## src/logic/epsc_consts.svh

```systemverilog
`ifndef EPSC_CONSTS_SVH
`define EPSC_CONSTS_SVH

// register indices; the byte address is four times the index
`define EPSC_IDX_LATCH      16'hFFC8
`define EPSC_IDX_DIR        16'hFFCA
`define EPSC_IDX_DRAIN      16'hF1CA
`define EPSC_IDX_MISC       16'hF1E0
`define EPSC_IDX_RSTCFG     16'hF1E2
`define EPSC_IDX_PINS       16'hF1E4

// reset values
`define EPSC_RST_LATCH      8'h00
`define EPSC_RST_DIR        8'h00
`define EPSC_RST_DRAIN      8'h00
`define EPSC_RST_SPE        1'b0

// field positions and masks
`define EPSC_DRAIN_MASK     8'hF0
`define EPSC_MISC_SPE_BIT   0
`define EPSC_RSTCFG_LSB     0

// lines carrying segment address per selection code
`define EPSC_SEGMASK_NONE   8'h00
`define EPSC_SEGMASK_TWO    8'h03
`define EPSC_SEGMASK_FOUR   8'h0F
`define EPSC_SEGMASK_EIGHT  8'hFF

`endif

```

## src/logic/epsc_pkg.sv

```systemverilog
package epsc_pkg;

    // segment line count selection, sampled from port zero at reset
    typedef enum logic [1:0] {
        SEG_FOUR  = 2'b00,
        SEG_NONE  = 2'b01,
        SEG_EIGHT = 2'b10,
        SEG_TWO   = 2'b11
    } epsc_seg_code_type;

    // register bus phase
    typedef enum logic {
        BUS_IDLE   = 1'b0,
        BUS_ANSWER = 1'b1
    } epsc_bus_state_type;

endpackage : epsc_pkg

```

## src/logic/epsc_port.sv

```systemverilog
// Functional notes
// eight-bit data latch in low byte
// direction bit 0 input, 1 output
// upper lines: drain bit picks open-drain
// only drain bits four to seven exist
// lines zero-three connected while enable bit zero
// segment lines switch automatically from reset
// code latched at reset, readable read-only
// codes 01, 11, 00 select lines
// code 10: eight lines, CAN masked
// fixed CAN pin map outside code 10
// parallel mode: second receive from pin five
// parallel mode: second transmit on pin six
// address lines force driver; others plain GPIO
//
// Chosen here: the Avalon-MM register port.
`timescale 1ns/1ps
`include "epsc_consts.svh"

module epsc_port
    import epsc_pkg::*;
(
    // clock and reset
    input  wire logic        clk_in,
    input  wire logic        rst_in,
    // avalon-mm slave
    input  wire logic [17:0] avs_address_in,
    input  wire logic        avs_read_in,
    input  wire logic        avs_write_in,
    input  wire logic [31:0] avs_writedata_in,
    input  wire logic [3:0]  avs_byteenable_in,
    output logic      [31:0] avs_readdata_out,
    output logic             avs_waitrequest_out,
    // external bus controller
    input  wire logic [7:0]  seg_addr_in,
    input  wire logic [1:0]  bus_port_zero_code_in,
    // can modules
    input  wire logic        first_can_enable_in,
    input  wire logic        second_can_enable_in,
    input  wire logic        can_parallel_in,
    input  wire logic        first_controller_transmit_in,
    input  wire logic        second_controller_transmit_in,
    output logic             first_controller_receive_out,
    output logic             second_controller_receive_out,
    // port lines
    input  wire logic [7:0]  line_pin_in,
    output logic      [7:0]  line_pin_out,
    output logic      [7:0]  line_pin_oe_n_out
);

    ////////////////////////////////////////////////////////////////////////////
    // declarations

    logic [7:0]         port_four_data_latch;    // line_latch_bit per line
    logic [7:0]         port_four_direction;     // line_direction_bit per line
    logic [7:0]         port_four_drain_control; // line_drain_select_bit, 7:4
    logic               shared_pin_enable;       // misc_config_register bit
    epsc_seg_code_type  segment_line_count_code; // caught during reset
    logic [1:0]         code_filt;               // filtered port zero code
    logic [7:0]         pin_filt;                // filtered line levels
    epsc_bus_state_type bus_state;               // bus phase
    epsc_bus_state_type next_bus_state;          // next bus phase
    logic [31:0]        next_readdata;           // read mux result

    logic        bus_req;      // read or write pending
    logic        wr_go;        // write takes effect this edge
    logic        rd_go;        // read data captured this edge
    logic        hit_latch;    // address decodes
    logic        hit_dir;
    logic        hit_drain;
    logic        hit_misc;
    logic        hit_rstcfg;
    logic        hit_pins;
    logic        be_low;       // low byte lane enabled
    logic [7:0]  wr_byte;      // low byte of write data
    logic [7:0]  seg_mask;     // lines carrying segment address
    logic        can_ok;       // CAN allowed on upper lines
    logic        par_active;   // parallel remap in force
    logic        tx6_drive;    // CAN drives line six
    logic        tx7_drive;    // CAN drives line seven
    logic        tx6_level;    // level on line six
    logic [7:0]  alt_drive;    // alternate function owns line
    logic [7:0]  alt_val;      // alternate output level
    logic [7:0]  alt_od;       // alternate open-drain choice
    logic [7:0]  connect;      // line reaches its pin
    logic        next_rx_first;
    logic        next_rx_second;

    ////////////////////////////////////////////////////////////////////////////
    // input synchronisers

    // selection code pins from port zero
    epsc_sync #(.WIDTH(2)) u_code_sync (
        .clk_in   (clk_in),
        .async_in (bus_port_zero_code_in),
        .filt_out (code_filt)
    );

    // port line levels
    epsc_sync #(.WIDTH(8)) u_pin_sync (
        .clk_in   (clk_in),
        .async_in (line_pin_in),
        .filt_out (pin_filt)
    );

    ////////////////////////////////////////////////////////////////////////////
    // reset configuration

    // code follows the pins while reset is held, frozen at release
    always_ff @(posedge clk_in) begin
        if (rst_in) begin
            segment_line_count_code <= epsc_seg_code_type'(code_filt);
        end
    end

    ////////////////////////////////////////////////////////////////////////////
    // register bus decode

    // one wait state: requests are answered in the second cycle
    assign bus_req    = avs_read_in | avs_write_in;
    assign avs_waitrequest_out = bus_req & (bus_state == BUS_IDLE);
    assign wr_go      = avs_write_in & (bus_state == BUS_ANSWER);
    // read data is taken in the waiting cycle, so it stands when the wait drops
    assign rd_go      = avs_read_in & (bus_state == BUS_IDLE);
    assign hit_latch  = avs_address_in == {`EPSC_IDX_LATCH, 2'b00};
    assign hit_dir    = avs_address_in == {`EPSC_IDX_DIR, 2'b00};
    assign hit_drain  = avs_address_in == {`EPSC_IDX_DRAIN, 2'b00};
    assign hit_misc   = avs_address_in == {`EPSC_IDX_MISC, 2'b00};
    assign hit_rstcfg = avs_address_in == {`EPSC_IDX_RSTCFG, 2'b00};
    assign hit_pins   = avs_address_in == {`EPSC_IDX_PINS, 2'b00};
    assign be_low     = avs_byteenable_in[0];
    assign wr_byte    = avs_writedata_in[7:0];
    assign next_bus_state = (bus_state == BUS_IDLE && bus_req) ? BUS_ANSWER : BUS_IDLE;

    // read mux; unmapped addresses and unused bits read zero
    assign next_readdata =
        hit_latch  ? {24'h000000, port_four_data_latch} :
        hit_dir    ? {24'h000000, port_four_direction} :
        hit_drain  ? {24'h000000, port_four_drain_control} :
        hit_misc   ? {31'h00000000, shared_pin_enable} :
        hit_rstcfg ? {30'h00000000, segment_line_count_code} :
        hit_pins   ? {24'h000000, pin_filt} :
                     32'h00000000;

    // bus phase and read data
    always_ff @(posedge clk_in) begin
        if (rst_in) begin
            bus_state        <= BUS_IDLE;
            avs_readdata_out <= 32'h00000000;
        end else begin
            bus_state <= next_bus_state;
            if (rd_go) begin
                avs_readdata_out <= next_readdata;
            end
        end
    end

    ////////////////////////////////////////////////////////////////////////////
    // software registers

    // writes land at the edge where waitrequest is low
    always_ff @(posedge clk_in) begin
        if (rst_in) begin
            port_four_data_latch    <= `EPSC_RST_LATCH;
            port_four_direction     <= `EPSC_RST_DIR;
            port_four_drain_control <= `EPSC_RST_DRAIN;
            shared_pin_enable       <= `EPSC_RST_SPE;
        end else if (wr_go && be_low) begin
            if (hit_latch) begin
                port_four_data_latch <= wr_byte;
            end
            if (hit_dir) begin
                port_four_direction <= wr_byte;
            end
            if (hit_drain) begin
                port_four_drain_control <= wr_byte & `EPSC_DRAIN_MASK;
            end
            if (hit_misc) begin
                shared_pin_enable <= wr_byte[`EPSC_MISC_SPE_BIT];
            end
        end
    end

    ////////////////////////////////////////////////////////////////////////////
    // alternate function selection

    // segment lines come straight from the latched code, no software step
    assign seg_mask =
        (segment_line_count_code == SEG_TWO)   ? `EPSC_SEGMASK_TWO :
        (segment_line_count_code == SEG_FOUR)  ? `EPSC_SEGMASK_FOUR :
        (segment_line_count_code == SEG_EIGHT) ? `EPSC_SEGMASK_EIGHT :
                                                 `EPSC_SEGMASK_NONE;

    // external memory beats both CAN modules on the upper lines
    assign can_ok     = segment_line_count_code != SEG_EIGHT;
    assign par_active = can_parallel_in & first_can_enable_in;
    // both transmitters share line six in parallel mode (dominant low)
    assign tx6_drive  = can_ok & (first_can_enable_in | par_active);
    assign tx6_level  = first_controller_transmit_in &
                        (~par_active | second_controller_transmit_in);
    assign tx7_drive  = can_ok & second_can_enable_in & ~par_active;

    assign alt_drive = seg_mask | {tx7_drive, tx6_drive, 6'b000000};
    assign alt_val   = (seg_mask & seg_addr_in) |
                       (~seg_mask & {second_controller_transmit_in, tx6_level, 6'b000000});
    // address lines are always push-pull; CAN lines honour the drain bits
    assign alt_od    = ~seg_mask & port_four_drain_control;
    // lower lines are cut at the pin only; their latch and direction keep their values
    assign connect   = {4'hF, {4{~shared_pin_enable}}};

    ////////////////////////////////////////////////////////////////////////////
    // line drivers

    // one cell per line
    for (genvar i = 0; i < 8; i++) begin : g_line
        epsc_pin_cell u_cell (
            .clk_in       (clk_in),
            .rst_in       (rst_in),
            .connect_in   (connect[i]),
            .alt_drive_in (alt_drive[i]),
            .alt_val_in   (alt_val[i]),
            .alt_od_in    (alt_od[i]),
            .latch_in     (port_four_data_latch[i]),
            .dir_in       (port_four_direction[i]),
            .drain_in     (port_four_drain_control[i]),
            .pin_out      (line_pin_out[i]),
            .pin_oe_n_out (line_pin_oe_n_out[i])
        );
    end

    ////////////////////////////////////////////////////////////////////////////
    // CAN receive lines

    // masked receivers idle recessive high
    assign next_rx_first  = can_ok ? pin_filt[5] : 1'b1;
    assign next_rx_second = ~can_ok ? 1'b1 :
                            par_active ? pin_filt[5] : pin_filt[4];

    // receive outputs registered, recessive from reset
    always_ff @(posedge clk_in) begin
        if (rst_in) begin
            first_controller_receive_out  <= 1'b1;
            second_controller_receive_out <= 1'b1;
        end else begin
            first_controller_receive_out  <= next_rx_first;
            second_controller_receive_out <= next_rx_second;
        end
    end

    ////////////////////////////////////////////////////////////////////////////
    // checks

    chk_wait_one_cycle: assert property (@(posedge clk_in) disable iff (rst_in)
        (bus_req && avs_waitrequest_out) |=> !avs_waitrequest_out)
        else $error("waitrequest held longer than one cycle");

    chk_latch_upper_zero: assert property (@(posedge clk_in) disable iff (rst_in)
        (avs_read_in && avs_waitrequest_out && hit_latch) |=>
        (avs_readdata_out[31:8] == 24'h000000))
        else $error("latch read shows upper bits");

    chk_drain_bits_zero: assert property (@(posedge clk_in) disable iff (rst_in)
        (avs_read_in && avs_waitrequest_out && hit_drain) |=>
        ((avs_readdata_out & 32'hFFFFFF0F) == 32'h00000000))
        else $error("unimplemented drain bit reads one");

    chk_input_released: assert property (@(posedge clk_in) disable iff (rst_in)
        (port_four_direction == 8'h00 && alt_drive == 8'h00) |=>
        (line_pin_oe_n_out == 8'hFF))
        else $error("input line driven");

    chk_open_drain_high: assert property (@(posedge clk_in) disable iff (rst_in)
        (port_four_direction[4] && port_four_drain_control[4] &&
         port_four_data_latch[4] && !alt_drive[4]) |=> line_pin_oe_n_out[4])
        else $error("open-drain line drives high");

    chk_shared_off: assert property (@(posedge clk_in) disable iff (rst_in)
        shared_pin_enable |=> (line_pin_oe_n_out[3:0] == 4'hF))
        else $error("lower lines reach pins while shared");

    chk_seg_four: assert property (@(posedge clk_in) disable iff (rst_in)
        (segment_line_count_code == SEG_FOUR && !shared_pin_enable) |=>
        (line_pin_oe_n_out[3:0] == 4'h0 && line_pin_out[3:0] == $past(seg_addr_in[3:0])))
        else $error("segment lines not driven with address");

    chk_seg_two_gpio: assert property (@(posedge clk_in) disable iff (rst_in)
        (segment_line_count_code == SEG_TWO && port_four_direction[3:2] == 2'b00) |=>
        (line_pin_oe_n_out[3:2] == 2'b11))
        else $error("code 11 drives line two or three");

    chk_code_frozen: assert property (@(posedge clk_in) disable iff (rst_in)
        !$past(rst_in) |-> $stable(segment_line_count_code))
        else $error("selection code changed after reset");

    chk_can_masked: assert property (@(posedge clk_in) disable iff (rst_in)
        (segment_line_count_code == SEG_EIGHT && !shared_pin_enable) |=>
        (first_controller_receive_out && second_controller_receive_out &&
         line_pin_out == $past(seg_addr_in)))
        else $error("CAN not masked under eight-line code");

    chk_par_receive: assert property (@(posedge clk_in) disable iff (rst_in)
        (par_active && can_ok) |=> (second_controller_receive_out == $past(pin_filt[5])))
        else $error("second receive not from pin five");

    chk_tx_map: assert property (@(posedge clk_in) disable iff (rst_in)
        (tx7_drive && !port_four_drain_control[7]) |=>
        (line_pin_out[7] == $past(second_controller_transmit_in) && !line_pin_oe_n_out[7]))
        else $error("second transmit not on pin seven");

    chk_par_transmit: assert property (@(posedge clk_in) disable iff (rst_in)
        (par_active && can_ok && !second_controller_transmit_in) |=>
        (!line_pin_out[6] && !line_pin_oe_n_out[6]))
        else $error("second transmit not remapped to pin six");

    // plain output lines show their latch when nothing else owns them
    chk_gpio_drive: assert property (@(posedge clk_in) disable iff (rst_in)
        (port_four_direction[0] && !alt_drive[0] && !shared_pin_enable) |=>
        (!line_pin_oe_n_out[0] && line_pin_out[0] == $past(port_four_data_latch[0])))
        else $error("output line not driving its latch");

    // address lines: driver on and push-pull whatever the latch, direction and drain registers hold
    chk_seg_two_lines: assert property (@(posedge clk_in) disable iff (rst_in)
        (segment_line_count_code == SEG_TWO && !shared_pin_enable) |=>
        (line_pin_oe_n_out[1:0] == 2'b00 && line_pin_out[1:0] == $past(seg_addr_in[1:0])))
        else $error("code 11 address lines not driven");

    chk_seg_none_gpio: assert property (@(posedge clk_in) disable iff (rst_in)
        (segment_line_count_code == SEG_NONE && port_four_direction[3:0] == 4'h0) |=>
        (line_pin_oe_n_out[3:0] == 4'hF))
        else $error("code 01 drives a lower line");

    chk_seg_upper_push: assert property (@(posedge clk_in) disable iff (rst_in)
        (segment_line_count_code == SEG_EIGHT) |=> (line_pin_oe_n_out[7:4] == 4'h0))
        else $error("address line released as open drain");

    // receive inputs follow the fixed map until parallel mode moves one
    chk_rx_first_map: assert property (@(posedge clk_in) disable iff (rst_in)
        can_ok |=> (first_controller_receive_out == $past(pin_filt[5])))
        else $error("first receive not from pin five");

    chk_rx_second_map: assert property (@(posedge clk_in) disable iff (rst_in)
        (can_ok && !par_active) |=> (second_controller_receive_out == $past(pin_filt[4])))
        else $error("second receive moved without parallel mode");

    // end of checks

endmodule : epsc_port

```

## src/logic/epsc_sync.sv

```systemverilog
`timescale 1ns/1ps

module epsc_sync #(
    parameter int WIDTH = 1
) (
    // clock
    input  wire logic             clk_in,
    // asynchronous level and its filtered copy
    input  wire logic [WIDTH-1:0] async_in,
    output logic      [WIDTH-1:0] filt_out
);

    logic [WIDTH-1:0] stage_a;   // first stage, read only by stage_b
    logic [WIDTH-1:0] stage_b;   // second stage
    logic [WIDTH-1:0] stage_c;   // third stage
    logic [WIDTH-1:0] next_filt; // filtered value to take

    // a bit moves only once the second and third stages agree
    assign next_filt = (~(stage_b ^ stage_c) & stage_c) | ((stage_b ^ stage_c) & filt_out);

    // no reset: the chain must pass pin levels while reset is held
    always_ff @(posedge clk_in) begin
        stage_a  <= async_in;
        stage_b  <= stage_a;
        stage_c  <= stage_b;
        filt_out <= next_filt;
    end

endmodule : epsc_sync

```

## src/logic/epsc_pin_cell.sv

```systemverilog
`timescale 1ns/1ps

module epsc_pin_cell (
    // clock and reset
    input  wire logic clk_in,
    input  wire logic rst_in,
    // line control
    input  wire logic connect_in,
    input  wire logic alt_drive_in,
    input  wire logic alt_val_in,
    input  wire logic alt_od_in,
    input  wire logic latch_in,
    input  wire logic dir_in,
    input  wire logic drain_in,
    // pin driver, enable low while driving
    output logic      pin_out,
    output logic      pin_oe_n_out
);

    logic drive;       // line wants its driver on
    logic level;       // level to put on the line
    logic open_drain;  // open-drain mode for this line
    logic next_out;    // registered pin value
    logic next_oe_n;   // registered enable

    // alternate function overrides latch and direction
    assign drive      = connect_in & (alt_drive_in | dir_in);
    assign level      = alt_drive_in ? alt_val_in : latch_in;
    assign open_drain = alt_drive_in ? alt_od_in : drain_in;
    // open drain releases a high instead of driving it
    assign next_oe_n  = ~drive | (open_drain & level);
    assign next_out   = drive & level & ~open_drain;

    // driver off and low from reset
    always_ff @(posedge clk_in) begin
        if (rst_in) begin
            pin_out      <= 1'b0;
            pin_oe_n_out <= 1'b1;
        end else begin
            pin_out      <= next_out;
            pin_oe_n_out <= next_oe_n;
        end
    end

endmodule : epsc_pin_cell

```

## config.mk

```make
export PLATFORM = sky130hd
export DESIGN_NAME = epsc_port
export DESIGN_NICKNAME = d
export VERILOG_FILES = /design/src/logic/epsc_pkg.sv /design/src/logic/epsc_port.sv /design/src/logic/epsc_sync.sv /design/src/logic/epsc_pin_cell.sv
export VERILOG_INCLUDE_DIRS = /design/src /design/src/logic
export SDC_FILE = /design/constraint.sdc
export NUM_CORES = 1
export LEC_CHECK = 0
export BUFFER_PORTS_ARGS = -buffer_cell sky130_fd_sc_hd__buf_2
export CAP_MARGIN = 20
export CORE_ASPECT_RATIO = 1.1
export CORE_MARGIN = 8
export CORE_UTILIZATION = 44
export DETAILED_ROUTE_END_ITERATION = 10
export PLACE_DENSITY = 0.76
export SYNTH_ARGS = -nofsm -noshare
export SYNTH_HDL_FRONTEND = slang
export SYNTH_SLANG_ARGS = --single-unit
```

## constraint.sdc

```tcl
create_clock -name clk_in -period 2 [get_ports clk_in]
set_clock_uncertainty 0.15 [all_clocks]
set_input_delay 0.4 -clock clk_in [delete_from_list [all_inputs] [get_ports clk_in]]
set_output_delay 0.4 -clock clk_in [all_outputs]
set_load 0.01 [all_outputs]
```

==> results of run 1 <==
## routing by layer
metal | up-vias | global-route usage | routed length [µm]
li1 | 1272 | - | -
met1 | 1168 | 0.146 | 3030
met2 | 97 | 0.229 | 3610
met3 | 18 | 0.0424 | 524
met4 | 0 | 0.0958 | 236
met5 | - | 0 | 0
## synthesized netlist by cell type, drive strengths merged (4+ instances only)
cell,instances
clkbuf,6
buf,44
nand2b,4
nor2,50
a22oi,5
nand4,4
dfxtp,78
nor3,7
nand3,4
mux2i,26
xnor2,10
a21oi,15
a221oi,4
nand2,12
edfxtp,12
inv,5
o21ai,12
nor2b,4
nor4,4
## per-stage QoR
stage,hold slack (ps),util
6_report,123,0.554
3_3_place_gp,160,0.509
3_5_place_dp,162,0.509
4_1_cts,104,0.554
2_1_floorplan,160,-
5_1_grt,106,0.554
## layout by cell type (no fill, tap or decap), drive strengths merged, types with 5 or more instances in the layout
master       count
buf            102
dfxtp           78
nor2            50
mux2i           26
conb            24
a21oi           15
clkbuf          13
nand2           12
edfxtp          12
o21ai           12
xnor2           10
dlygate4sd3     10
nor3             7
inv              5
a22oi            5
## tightest hold or removal path, delay by kind of cell
kind | cells | cell delay (ps)
AO/OA/AOI/OAI | 1 | 50
buffers and inverters | 1 | 70
AND/OR/NAND/NOR | 1 | 70
## cells by family after synthesis
| group | share of synthesized area |
|---|---|
| and+or+nand+nor | 0.167 |
| DFF | 0.545 |
| buffers and inverters | 0.103 |
| AOI/OAI and AO/OA | 0.0820 |
| muxes | 0.0770 |
| xor gates and xnor gates | 0.0248 |
| other | 0.00106 |
## layout make-up
class                   count  area, µm²
fillers                   695       3490
flip-flops and latches     90       1920
repair buffers            112        678
well taps                 108        135
clock buffers              13        191
inverters                   5       18.8
multi-input cells         210       1330
clock inverters             3       65.1
## power by group
part           total, mW  internal [mW]  switching, mW
logic              0.285          0.132          0.152
registers           1.94           1.91         0.0322
clock network       1.49          0.888          0.601
total               3.72           2.93          0.785
## what timing repair did
| action | in CTS | in global routing |
|---|---|---|
| endpoints found under the hold margin | 10 | 0 |
| hold buffers | 10 | 0 |
| gates resized for setup | 0 | 0 |
| setup buffers | 0 | 0 |
## worst min path at each step
stage / from / to / slack [ps] / depth (start not counted)
floorplan: u_code_sync.stage_a[0]$_DFF_P_ / u_code_sync.stage_b[0]$_DFF_P_ / 160 / 0
global placement: u_code_sync.stage_a[0]$_DFF_P_ / u_code_sync.stage_b[0]$_DFF_P_ / 160 / 0
detailed placement: u_pin_sync.stage_a[2]$_DFF_P_ / u_pin_sync.stage_b[2]$_DFF_P_ / 160 / 0
CTS: seg_addr_in[4] / g_line[4].u_cell.pin_out$_SDFF_PP0_ / 100 / 3
global route: seg_addr_in[4] / g_line[4].u_cell.pin_out$_SDFF_PP0_ / 110 / 3
finish: seg_addr_in[4] / g_line[4].u_cell.pin_out$_SDFF_PP0_ / 120 / 3
==> summary.txt, run 1 <==
Buffers on Ports = 80
Worst Setup EP = port_four_data_latch[6]$_SDFFE_PP0P_
IO Pins = 132
cts bufs inserted = 9
Synth area leader = dfxtp_1
drt pass-1 iters = 6
PD cells = 856 nW/µm²
# DRC = 0
Worst setup EP type = register
Clock Path Buffers = 2
post-DR vias/cell = 4.72
Critical R2R Launch = bus_state$_SDFF_PP0_
DPL Wire Length = 5.60 mm
pin count of the biggest net entering global routing = 28
Worst Hold Class = input pin to register
Die Y = 110 µm
DP Worst Slack = -127 ps
CP peak stage delay = 350 ps
FF+latch count, synth = 90
cell count along the critical path = 7
vias in the first global route = 2680
Final Cell Area = 4340 µm²
Sink Count = 90
ant diodes = 0
worst setup path class = input pin to register
top_reg_cell synth = dfxtp_1
worst skew pair latency = 350 ps
largest fanout on the critical path = 4
Final Hold Vio Count = 0
Synth area leaders = dfxtp_1, edfxtp_1, buf_4
first-pass GRT wire length = 12.1 mm
Iteration-0 DRC Markers = 121
Required @ worst endpoint = 2090 ps
Final Non-Filler Cells = 541
Mapped Cells = 332
CTS root buf = clkbuf_8
yosys warns = 0
total congestion overflow = 0
worst-case reg-to-reg path depth = 5
Yosys cell types = 45
CTS tree = yes
total track usage = 0.137
crit path DAT = 1840 ps
final layout net count = 509
outcome = finished, final reports clean
Die W = 101 µm
Synth top area share = 0.443
Pwr Total = 3.72 mW
Slowest-stage cell, CP = nor4b_2
Post-synth EDFFs = 12
starting density of the core = 0.450
R2R Setup Slk = 280 ps
fin worst setup slack = 252 ps
Rows = 34
Final setup viols = 0
DR WL/cell = 13.7 µm
crit share post-route = 0.874
initial antenna violation count = 0
Buf/Inv on CP = 2
Antenna Nets Post-Route = 0
min Tclk post-route = 1750 ps
Placed Cells = 515
max frequency = 572 MHz
vias = 2555
TNS Setup = 0 ps
Critical Path Start = avs_address_in[1]
Post-Syn Area = 3530 µm²
Final Max Tran Viols = 0
layout cells sized above 1 = 0.296
Reg-to-Reg End = port_four_data_latch[6]$_SDFFE_PP0P_
FFs w/ async S/R, synth = 0
RSZ-0062 raised after global routing = no
type of origin of the critical path = input pin
Leak = 1.86 nW
area of the core = 7830 µm²
worst path cell trace = buf_2 > nor4b_4 > nand4_4 > nor4b_2 > buf_4 > mux2i_1 > nor2_1
Clock Pin Slew Worst Setup and Hold Paths = 90 ps
Routed WL = 7.40 mm
max_cap viols = 0
die area = 11100 µm²
GP Congestion = 0.792
htree depth = 3
post-place instance area = 3980 µm²
IR drop worst, VDD = 0.409 mV
syn_area_per_cell = 10.6 µm²
Crit path max-delay family = simple AND/OR/NAND/NOR gates
P&R area growth vs syn = 23.0%
sequential share of the synthesized area = 0.545
No activity file was read; power rests on OpenSTA's default activity.
==> run 2, diff against run 1 <==
Settings changed: CAP_MARGIN 20 to default, CORE_ASPECT_RATIO 1.1 to 1.25, PLACE_DENSITY 0.76 to 0.86.
==> summary.txt, run 2 (synthesized netlist as in run 1, its figures left out) <==
fin worst setup slack = 210 ps (was 252 ps)
Resized cells post-CTS = 0 (unchanged)
# DRC = 0 (unchanged)
Clock Path Buffers = 2 (unchanged)
ant diodes = 0 (unchanged)
pin count of the biggest net entering global routing = 33 (was 28)
Final Max Tran Viols = 0 (unchanged)
IR drop worst, VDD = 0.424 mV (was 0.409 mV)
Buf/Inv on CP = 2 (unchanged)
Worst setup EP type = register (unchanged)
outcome = finished, final reports clean (unchanged)
Rows = 36 (was 34)
Reg-to-Reg End = port_four_data_latch[4]$_SDFFE_PP0P_ (was port_four_data_latch[6]$_SDFFE_PP0P_)
Placed Cells = 498 (was 515)
first-pass GRT wire length = 11.7 mm (was 12.1 mm)
vias = 2588 (was 2555)
max_cap viols = 0 (unchanged)
hold_buf cts = 10 (unchanged)
total track usage = 0.135 (was 0.137)
final layout net count = 505 (was 509)
Clock Pin Slew Worst Setup and Hold Paths = 80 ps (was 90 ps)
Worst Setup EP = port_four_data_latch[4]$_SDFFE_PP0P_ (was port_four_data_latch[6]$_SDFFE_PP0P_)
Critical R2R Launch = bus_state$_SDFF_PP0_ (unchanged)
Final setup viols = 0 (unchanged)
Antenna Nets Post-Route = 0 (unchanged)
area of the core = 7790 µm² (was 7830 µm²)
Pwr Total = 3.48 mW (was 3.72 mW)
min Tclk post-route = 1790 ps (was 1750 ps)
layout cells sized above 1 = 0.287 (was 0.296)
drt pass-1 iters = 4 (was 6)
worst-case reg-to-reg path depth = 5 (unchanged)
max frequency = 559 MHz (was 572 MHz)
Slowest-stage cell, CP = nor4b_2 (unchanged)
length of routed met3 wiring = 595 µm (was 524 µm)
post-CTS setup repair buffer count = 0 (unchanged)
IO Pins = 132 (unchanged)
CTS root buf = clkbuf_8 (unchanged)
DPL Wire Length = 5.78 mm (was 5.60 mm)
WHS = 122 ps (was 123 ps)
P&R area growth vs syn = 20.7% (was 23.0%)
post-DR vias/cell = 4.94 (was 4.72)
Leak = 1.82 nW (was 1.86 nW)
worst path cell trace = buf_2 > nor4b_4 > nand4_4 > nor4b_2 > buf_4 > mux2i_1 > nor2_1 (unchanged)
DR top layer = met4 (unchanged)
crit path DAT = 1890 ps (was 1840 ps)
Critical Path Start = avs_address_in[1] (unchanged)
GP Congestion = 0.821 (was 0.792)
Worst Hold Class = input pin to register (unchanged)
Required @ worst endpoint = 2100 ps (was 2090 ps)
commonest cells after routing, fill and taps aside = buf_2, dfxtp_1, nor2_1 (unchanged)
worst skew pair latency = 350 ps (about the same)
total congestion overflow = 0 (unchanged)
PD cells = 817 nW/µm² (was 856 nW/µm²)
fin util = 0.546 (was 0.554)
die area = 11200 µm² (was 11100 µm²)
largest fanout on the critical path = 4 (unchanged)
Sink Count = 90 (unchanged)
Crit path max-delay family = simple AND/OR/NAND/NOR gates (unchanged)
metal2 WL = 3.71 mm (was 3.61 mm)
fill cell count = 695 (unchanged)
cts bufs inserted = 9 (unchanged)
Routed WL = 7.52 mm (was 7.40 mm)
type of origin of the critical path = input pin (unchanged)
cell count along the critical path = 7 (unchanged)
crit share post-route = 0.895 (was 0.874)
Final Cell Area = 4250 µm² (was 4340 µm²)
CP peak stage delay = 380 ps (was 350 ps)
most common cell after layout, fill and taps aside = buf_2 (unchanged)
Iteration-0 DRC Markers = 146 (was 121)
Buffers on Ports = 80 (unchanged)
Final Non-Filler Cells = 524 (was 541)
R2R Setup Slk = 250 ps (was 280 ps)
CTS tree = yes (unchanged)
post-place instance area = 3950 µm² (was 3980 µm²)
RSZ-0062 raised after global routing = no (unchanged)
starting density of the core = 0.452 (was 0.450)
Die Y = 116 µm (was 110 µm)
initial antenna violation count = 0 (unchanged)
DP Worst Slack = -159 ps (was -127 ps)
htree depth = 3 (unchanged)
Post-Route M1 WL = 2.93 mm (was 3.03 mm)
worst setup path class = input pin to register (unchanged)
Final Hold Vio Count = 0 (unchanged)
Die W = 96.1 µm (was 101 µm)
DR WL/cell = 14.3 µm (was 13.7 µm)
vias in the first global route = 2621 (was 2680)
TNS Setup = 0 ps (unchanged)
## run 2: changes by cell type in the layout (fill, tap and decap cells not counted), sizes merged
cell      change
buf           -4
clkinvlp      +2
bufinv        -1
clkbuf        -1
## run 2: metal layers
layer	GRT usage	vias to the layer above
met5	0	-
met4	0.0874	0
met3	0.0434	25
met2	0.225	107
met1	0.143	1187
li1	-	1269
## run 2: layout make-up
type / count / area [µm²] / share of cell area
multi-input cells: 210 / 1330 / 0.312
well taps: 95 / 119 / 0.0279
clock inverters: 4 / 50.0 / 0.0118
flip-flops and latches: 90 / 1920 / 0.452
inverters: 5 / 18.8 / 0.00441
clock buffers: 12 / 156 / 0.0368
repair buffers: 108 / 661 / 0.155
## run 2: power by group
group | internal, mW | switching (mW) | total, mW
Clock | 0.652 | 0.596 | 1.25
Combinational | 0.131 | 0.154 | 0.286
Sequential | 1.91 | 0.0328 | 1.94
Total | 2.69 | 0.784 | 3.48
## run 2: tightest hold or removal path, delay by kind of cell
family	cells	cell delay, ps
and+or+nand+nor	1	70
buffers and inverters	1	70
AOI/OAI and AO/OA	1	50
## run 2: how the worst min path moves through the flow
stage,from,endpoint,depth (start not counted)
after floorplan,u_code_sync.stage_a[0]$_DFF_P_,u_code_sync.stage_b[0]$_DFF_P_,0
after global placement,u_pin_sync.stage_a[0]$_DFF_P_,u_pin_sync.stage_b[0]$_DFF_P_,0
after detailed placement,u_code_sync.stage_a[0]$_DFF_P_,u_code_sync.stage_b[0]$_DFF_P_,0
after CTS,seg_addr_in[4],g_line[4].u_cell.pin_out$_SDFF_PP0_,3
after global routing,seg_addr_in[4],g_line[4].u_cell.pin_out$_SDFF_PP0_,3
final,seg_addr_in[4],g_line[4].u_cell.pin_out$_SDFF_PP0_,3
==> run 3, diff against run 2 <==
Settings changed: ABC_AREA from default to 1, CORE_UTILIZATION 44 to 45.
==> summary.txt, run 3 <==
outcome = finished, final reports clean (unchanged)
worst path cell trace = nor2_4 > inv_2 > nand2_1 > o21ai_1 > inv_1 > o21ai_0 > a21boi_1 (was buf_2 > nor4b_4 > nand4_4 > nor4b_2 > buf_4 > mux2i_1 > nor2_1)
Post-synth top cells = dfxtp_1, nand2_1, inv_1 (was dfxtp_1, nor2_1, buf_4)
FFs w/ async S/R, synth = 0 (unchanged)
max frequency = 577 MHz (was 559 MHz)
type of origin of the critical path = register (was input pin)
htree depth = 3 (unchanged)
pin count of the biggest net entering global routing = 17 (was 33)
RSZ-0062 raised after global routing = no (unchanged)
max_cap viols = 0 (unchanged)
TNS Setup = 0 ps (unchanged)
most common cell after layout, fill and taps aside = buf_2 (unchanged)
largest fanout on the critical path = 10 (was 4)
Critical Path Start = segment_line_count_code[0]$_DFFE_PP_ (was avs_address_in[1])
commonest cells after routing, fill and taps aside = buf_2, dfxtp_1, nand2_1 (was buf_2, dfxtp_1, nor2_1)
IR drop worst, VDD = 0.485 mV (was 0.424 mV)
worst-case reg-to-reg path depth = 7 (was 5)
Reg-to-Reg End = g_line[7].u_cell.pin_oe_n_out$_SDFF_PP1_ (was port_four_data_latch[4]$_SDFFE_PP0P_)
Synth area leader = dfxtp_1 (unchanged)
Final Hold Vio Count = 0 (unchanged)
vias = 2774 (was 2588)
Final Non-Filler Cells = 587 (was 524)
min Tclk post-route = 1730 ps (was 1790 ps)
DPL Wire Length = 5.83 mm (was 5.78 mm)
Pwr Total = 3.46 mW (was 3.48 mW)
Iteration-0 DRC Markers = 190 (was 146)
die area = 11400 µm² (was 11200 µm²)
Placed Cells = 561 (was 498)
Slowest-stage cell, CP = edfxtp_1 (was nor4b_2)
CP peak stage delay = 540 ps (was 380 ps)
Post-Syn Area = 3700 µm² (was 3530 µm²)
GP Congestion = 0.841 (was 0.821)
CTS tree = yes (unchanged)
IO Pins = 132 (unchanged)
crit share post-route = 0.867 (was 0.895)
P&R area growth vs syn = 15.6% (was 20.7%)
Rows = 37 (was 36)
worst setup path class = register to register (was input pin to register)
Sink Count = 90 (unchanged)
Post-synth EDFFs = 12 (unchanged)
hold_buf cts = 10 (unchanged)
Yosys cell types = 34 (was 45)
yosys warns = 0 (unchanged)
Resized cells post-CTS = 0 (unchanged)
vias in the first global route = 2911 (was 2621)
cts bufs inserted = 9 (unchanged)
final layout net count = 566 (was 505)
CTS root buf = clkbuf_8 (unchanged)
sequential share of the synthesized area = 0.519 (was 0.545)
crit path DAT = 1820 ps (was 1890 ps)
Mapped Cells = 405 (was 332)
Clock Path Buffers = 2 (unchanged)
drt pass-1 iters = 4 (unchanged)
Die W = 97.2 µm (was 96.1 µm)
Leak = 1.92 nW (was 1.82 nW)
total track usage = 0.134 (was 0.135)
total congestion overflow = 0 (unchanged)
DR WL/cell = 12.8 µm (was 14.3 µm)
starting density of the core = 0.457 (was 0.452)
first-pass GRT wire length = 12.7 mm (was 11.7 mm)
PD cells = 809 nW/µm² (was 817 nW/µm²)
Final setup viols = 0 (unchanged)
FF+latch count, synth = 90 (unchanged)
layout cells sized above 1 = 0.280 (was 0.287)
Worst Hold Class = input pin to register (unchanged)
syn_area_per_cell = 9.15 µm² (was 10.6 µm²)
Routed WL = 7.53 mm (was 7.52 mm)
Clock Pin Slew Worst Setup and Hold Paths = 90 ps (was 80 ps)
Worst setup EP type = register (unchanged)
# DRC = 0 (unchanged)
area of the core = 8100 µm² (was 7790 µm²)
Antenna Nets Post-Route = 0 (unchanged)
Synth area leaders = dfxtp_1, edfxtp_1, buf_4 (unchanged)
post-CTS setup repair buffer count = 0 (unchanged)
R2R Setup Slk = 270 ps (was 250 ps)
Critical R2R Launch = segment_line_count_code[0]$_DFFE_PP_ (was bus_state$_SDFF_PP0_)
Final Max Tran Viols = 0 (unchanged)
Required @ worst endpoint = 2090 ps (was 2100 ps)
Die Y = 117 µm (was 116 µm)
Buffers on Ports = 80 (unchanged)
top_reg_cell synth = dfxtp_1 (unchanged)
Synth top area share = 0.421 (was 0.443)
count leader, synth = dfxtp_1 (unchanged)
worst skew pair latency = 350 ps (about the same)
initial antenna violation count = 1 (was 0)
ant diodes = 0 (unchanged)
Worst Setup EP = g_line[7].u_cell.pin_oe_n_out$_SDFF_PP1_ (was port_four_data_latch[4]$_SDFFE_PP0P_)
post-DR vias/cell = 4.73 (was 4.94)
[run 3: cell types whose count changed after synthesis, sizes merged, moves of 18 or more]
| cell | change |
|---|---|
| o21ai | +42 |
| nor2 | -19 |
| nand2 | +43 |
| inv | +44 |
| mux2i | -26 |
| a21oi | +18 |
[run 3: layout make-up]
| type | count | area (µm²) |
|---|---|---|
| clock inverters | 6 | 65.1 |
| multi-input cells | 241 | 1330 |
| clock buffers | 10 | 138 |
| repair buffers | 93 | 523 |
| fillers | 715 | 3820 |
| inverters | 50 | 188 |
| well taps | 97 | 121 |
| flip-flops and latches | 90 | 1920 |
[run 3: kinds of logic after synthesis]
kind of cell,after synthesis,share of synthesized area
other,1,0.00101
buffers and inverters,97,0.146
and+or+nand+nor,106,0.156
AOI/OAI and AO/OA,101,0.154
DFF,90,0.519
xor gates and xnor gates,10,0.0236
[run 3: layer usage]
| layer | global-route usage | up-vias | share of wire |
|---|---|---|---|
| met4 | 0.0733 | 2 | 0.025 |
| met1 | 0.135 | 1252 | 0.40 |
| met3 | 0.0511 | 17 | 0.073 |
| met2 | 0.233 | 98 | 0.50 |
| li1 | - | 1405 | - |
| met5 | 0 | - | 0.0015 |
[run 3: worst min path at each step]
stage                                         startpoint                                   to  cells past startpoint  slack [ps]
after floorplan           u_code_sync.stage_a[0]$_DFF_P_       u_code_sync.stage_b[0]$_DFF_P_                      0         160
after global placement     u_pin_sync.stage_a[4]$_DFF_P_        u_pin_sync.stage_b[4]$_DFF_P_                      0         160
after detailed placement   u_pin_sync.stage_a[4]$_DFF_P_        u_pin_sync.stage_b[4]$_DFF_P_                      0         160
after CTS                                 seg_addr_in[2]  g_line[2].u_cell.pin_out$_SDFF_PP0_                      3         130
after global routing                      seg_addr_in[2]  g_line[2].u_cell.pin_out$_SDFF_PP0_                      3         140
final                                     seg_addr_in[2]  g_line[2].u_cell.pin_out$_SDFF_PP0_                      3         140
[run 3: report_power, final]
part	internal [mW]	switching, mW	leakage [nW]
clock network	0.613	0.620	0.103
logic	0.124	0.168	1.06
registers	1.91	0.0305	0.761
[run 3: metrics by stage]
step                      area (µm²)  hold slack, ps  setup slack [ps]   util
after global placement          3980             162               177  0.491
final                           4280             138               267  0.529
after global routing            4280             141               114  0.529
after detailed placement        3980             162               132  0.491
after CTS                       4280             126               260  0.529
after floorplan                 3790             160               470      -
[run 3: worst max-delay path: cells and delay by family (launching register included)]
| kind | cells | cell delay [ps] |
|---|---|---|
| DFF | 1 | 540 |
| buffers and inverters | 2 | 210 |
| AOI/OAI and AO/OA | 3 | 300 |
| and+or+nand+nor | 2 | 420 |
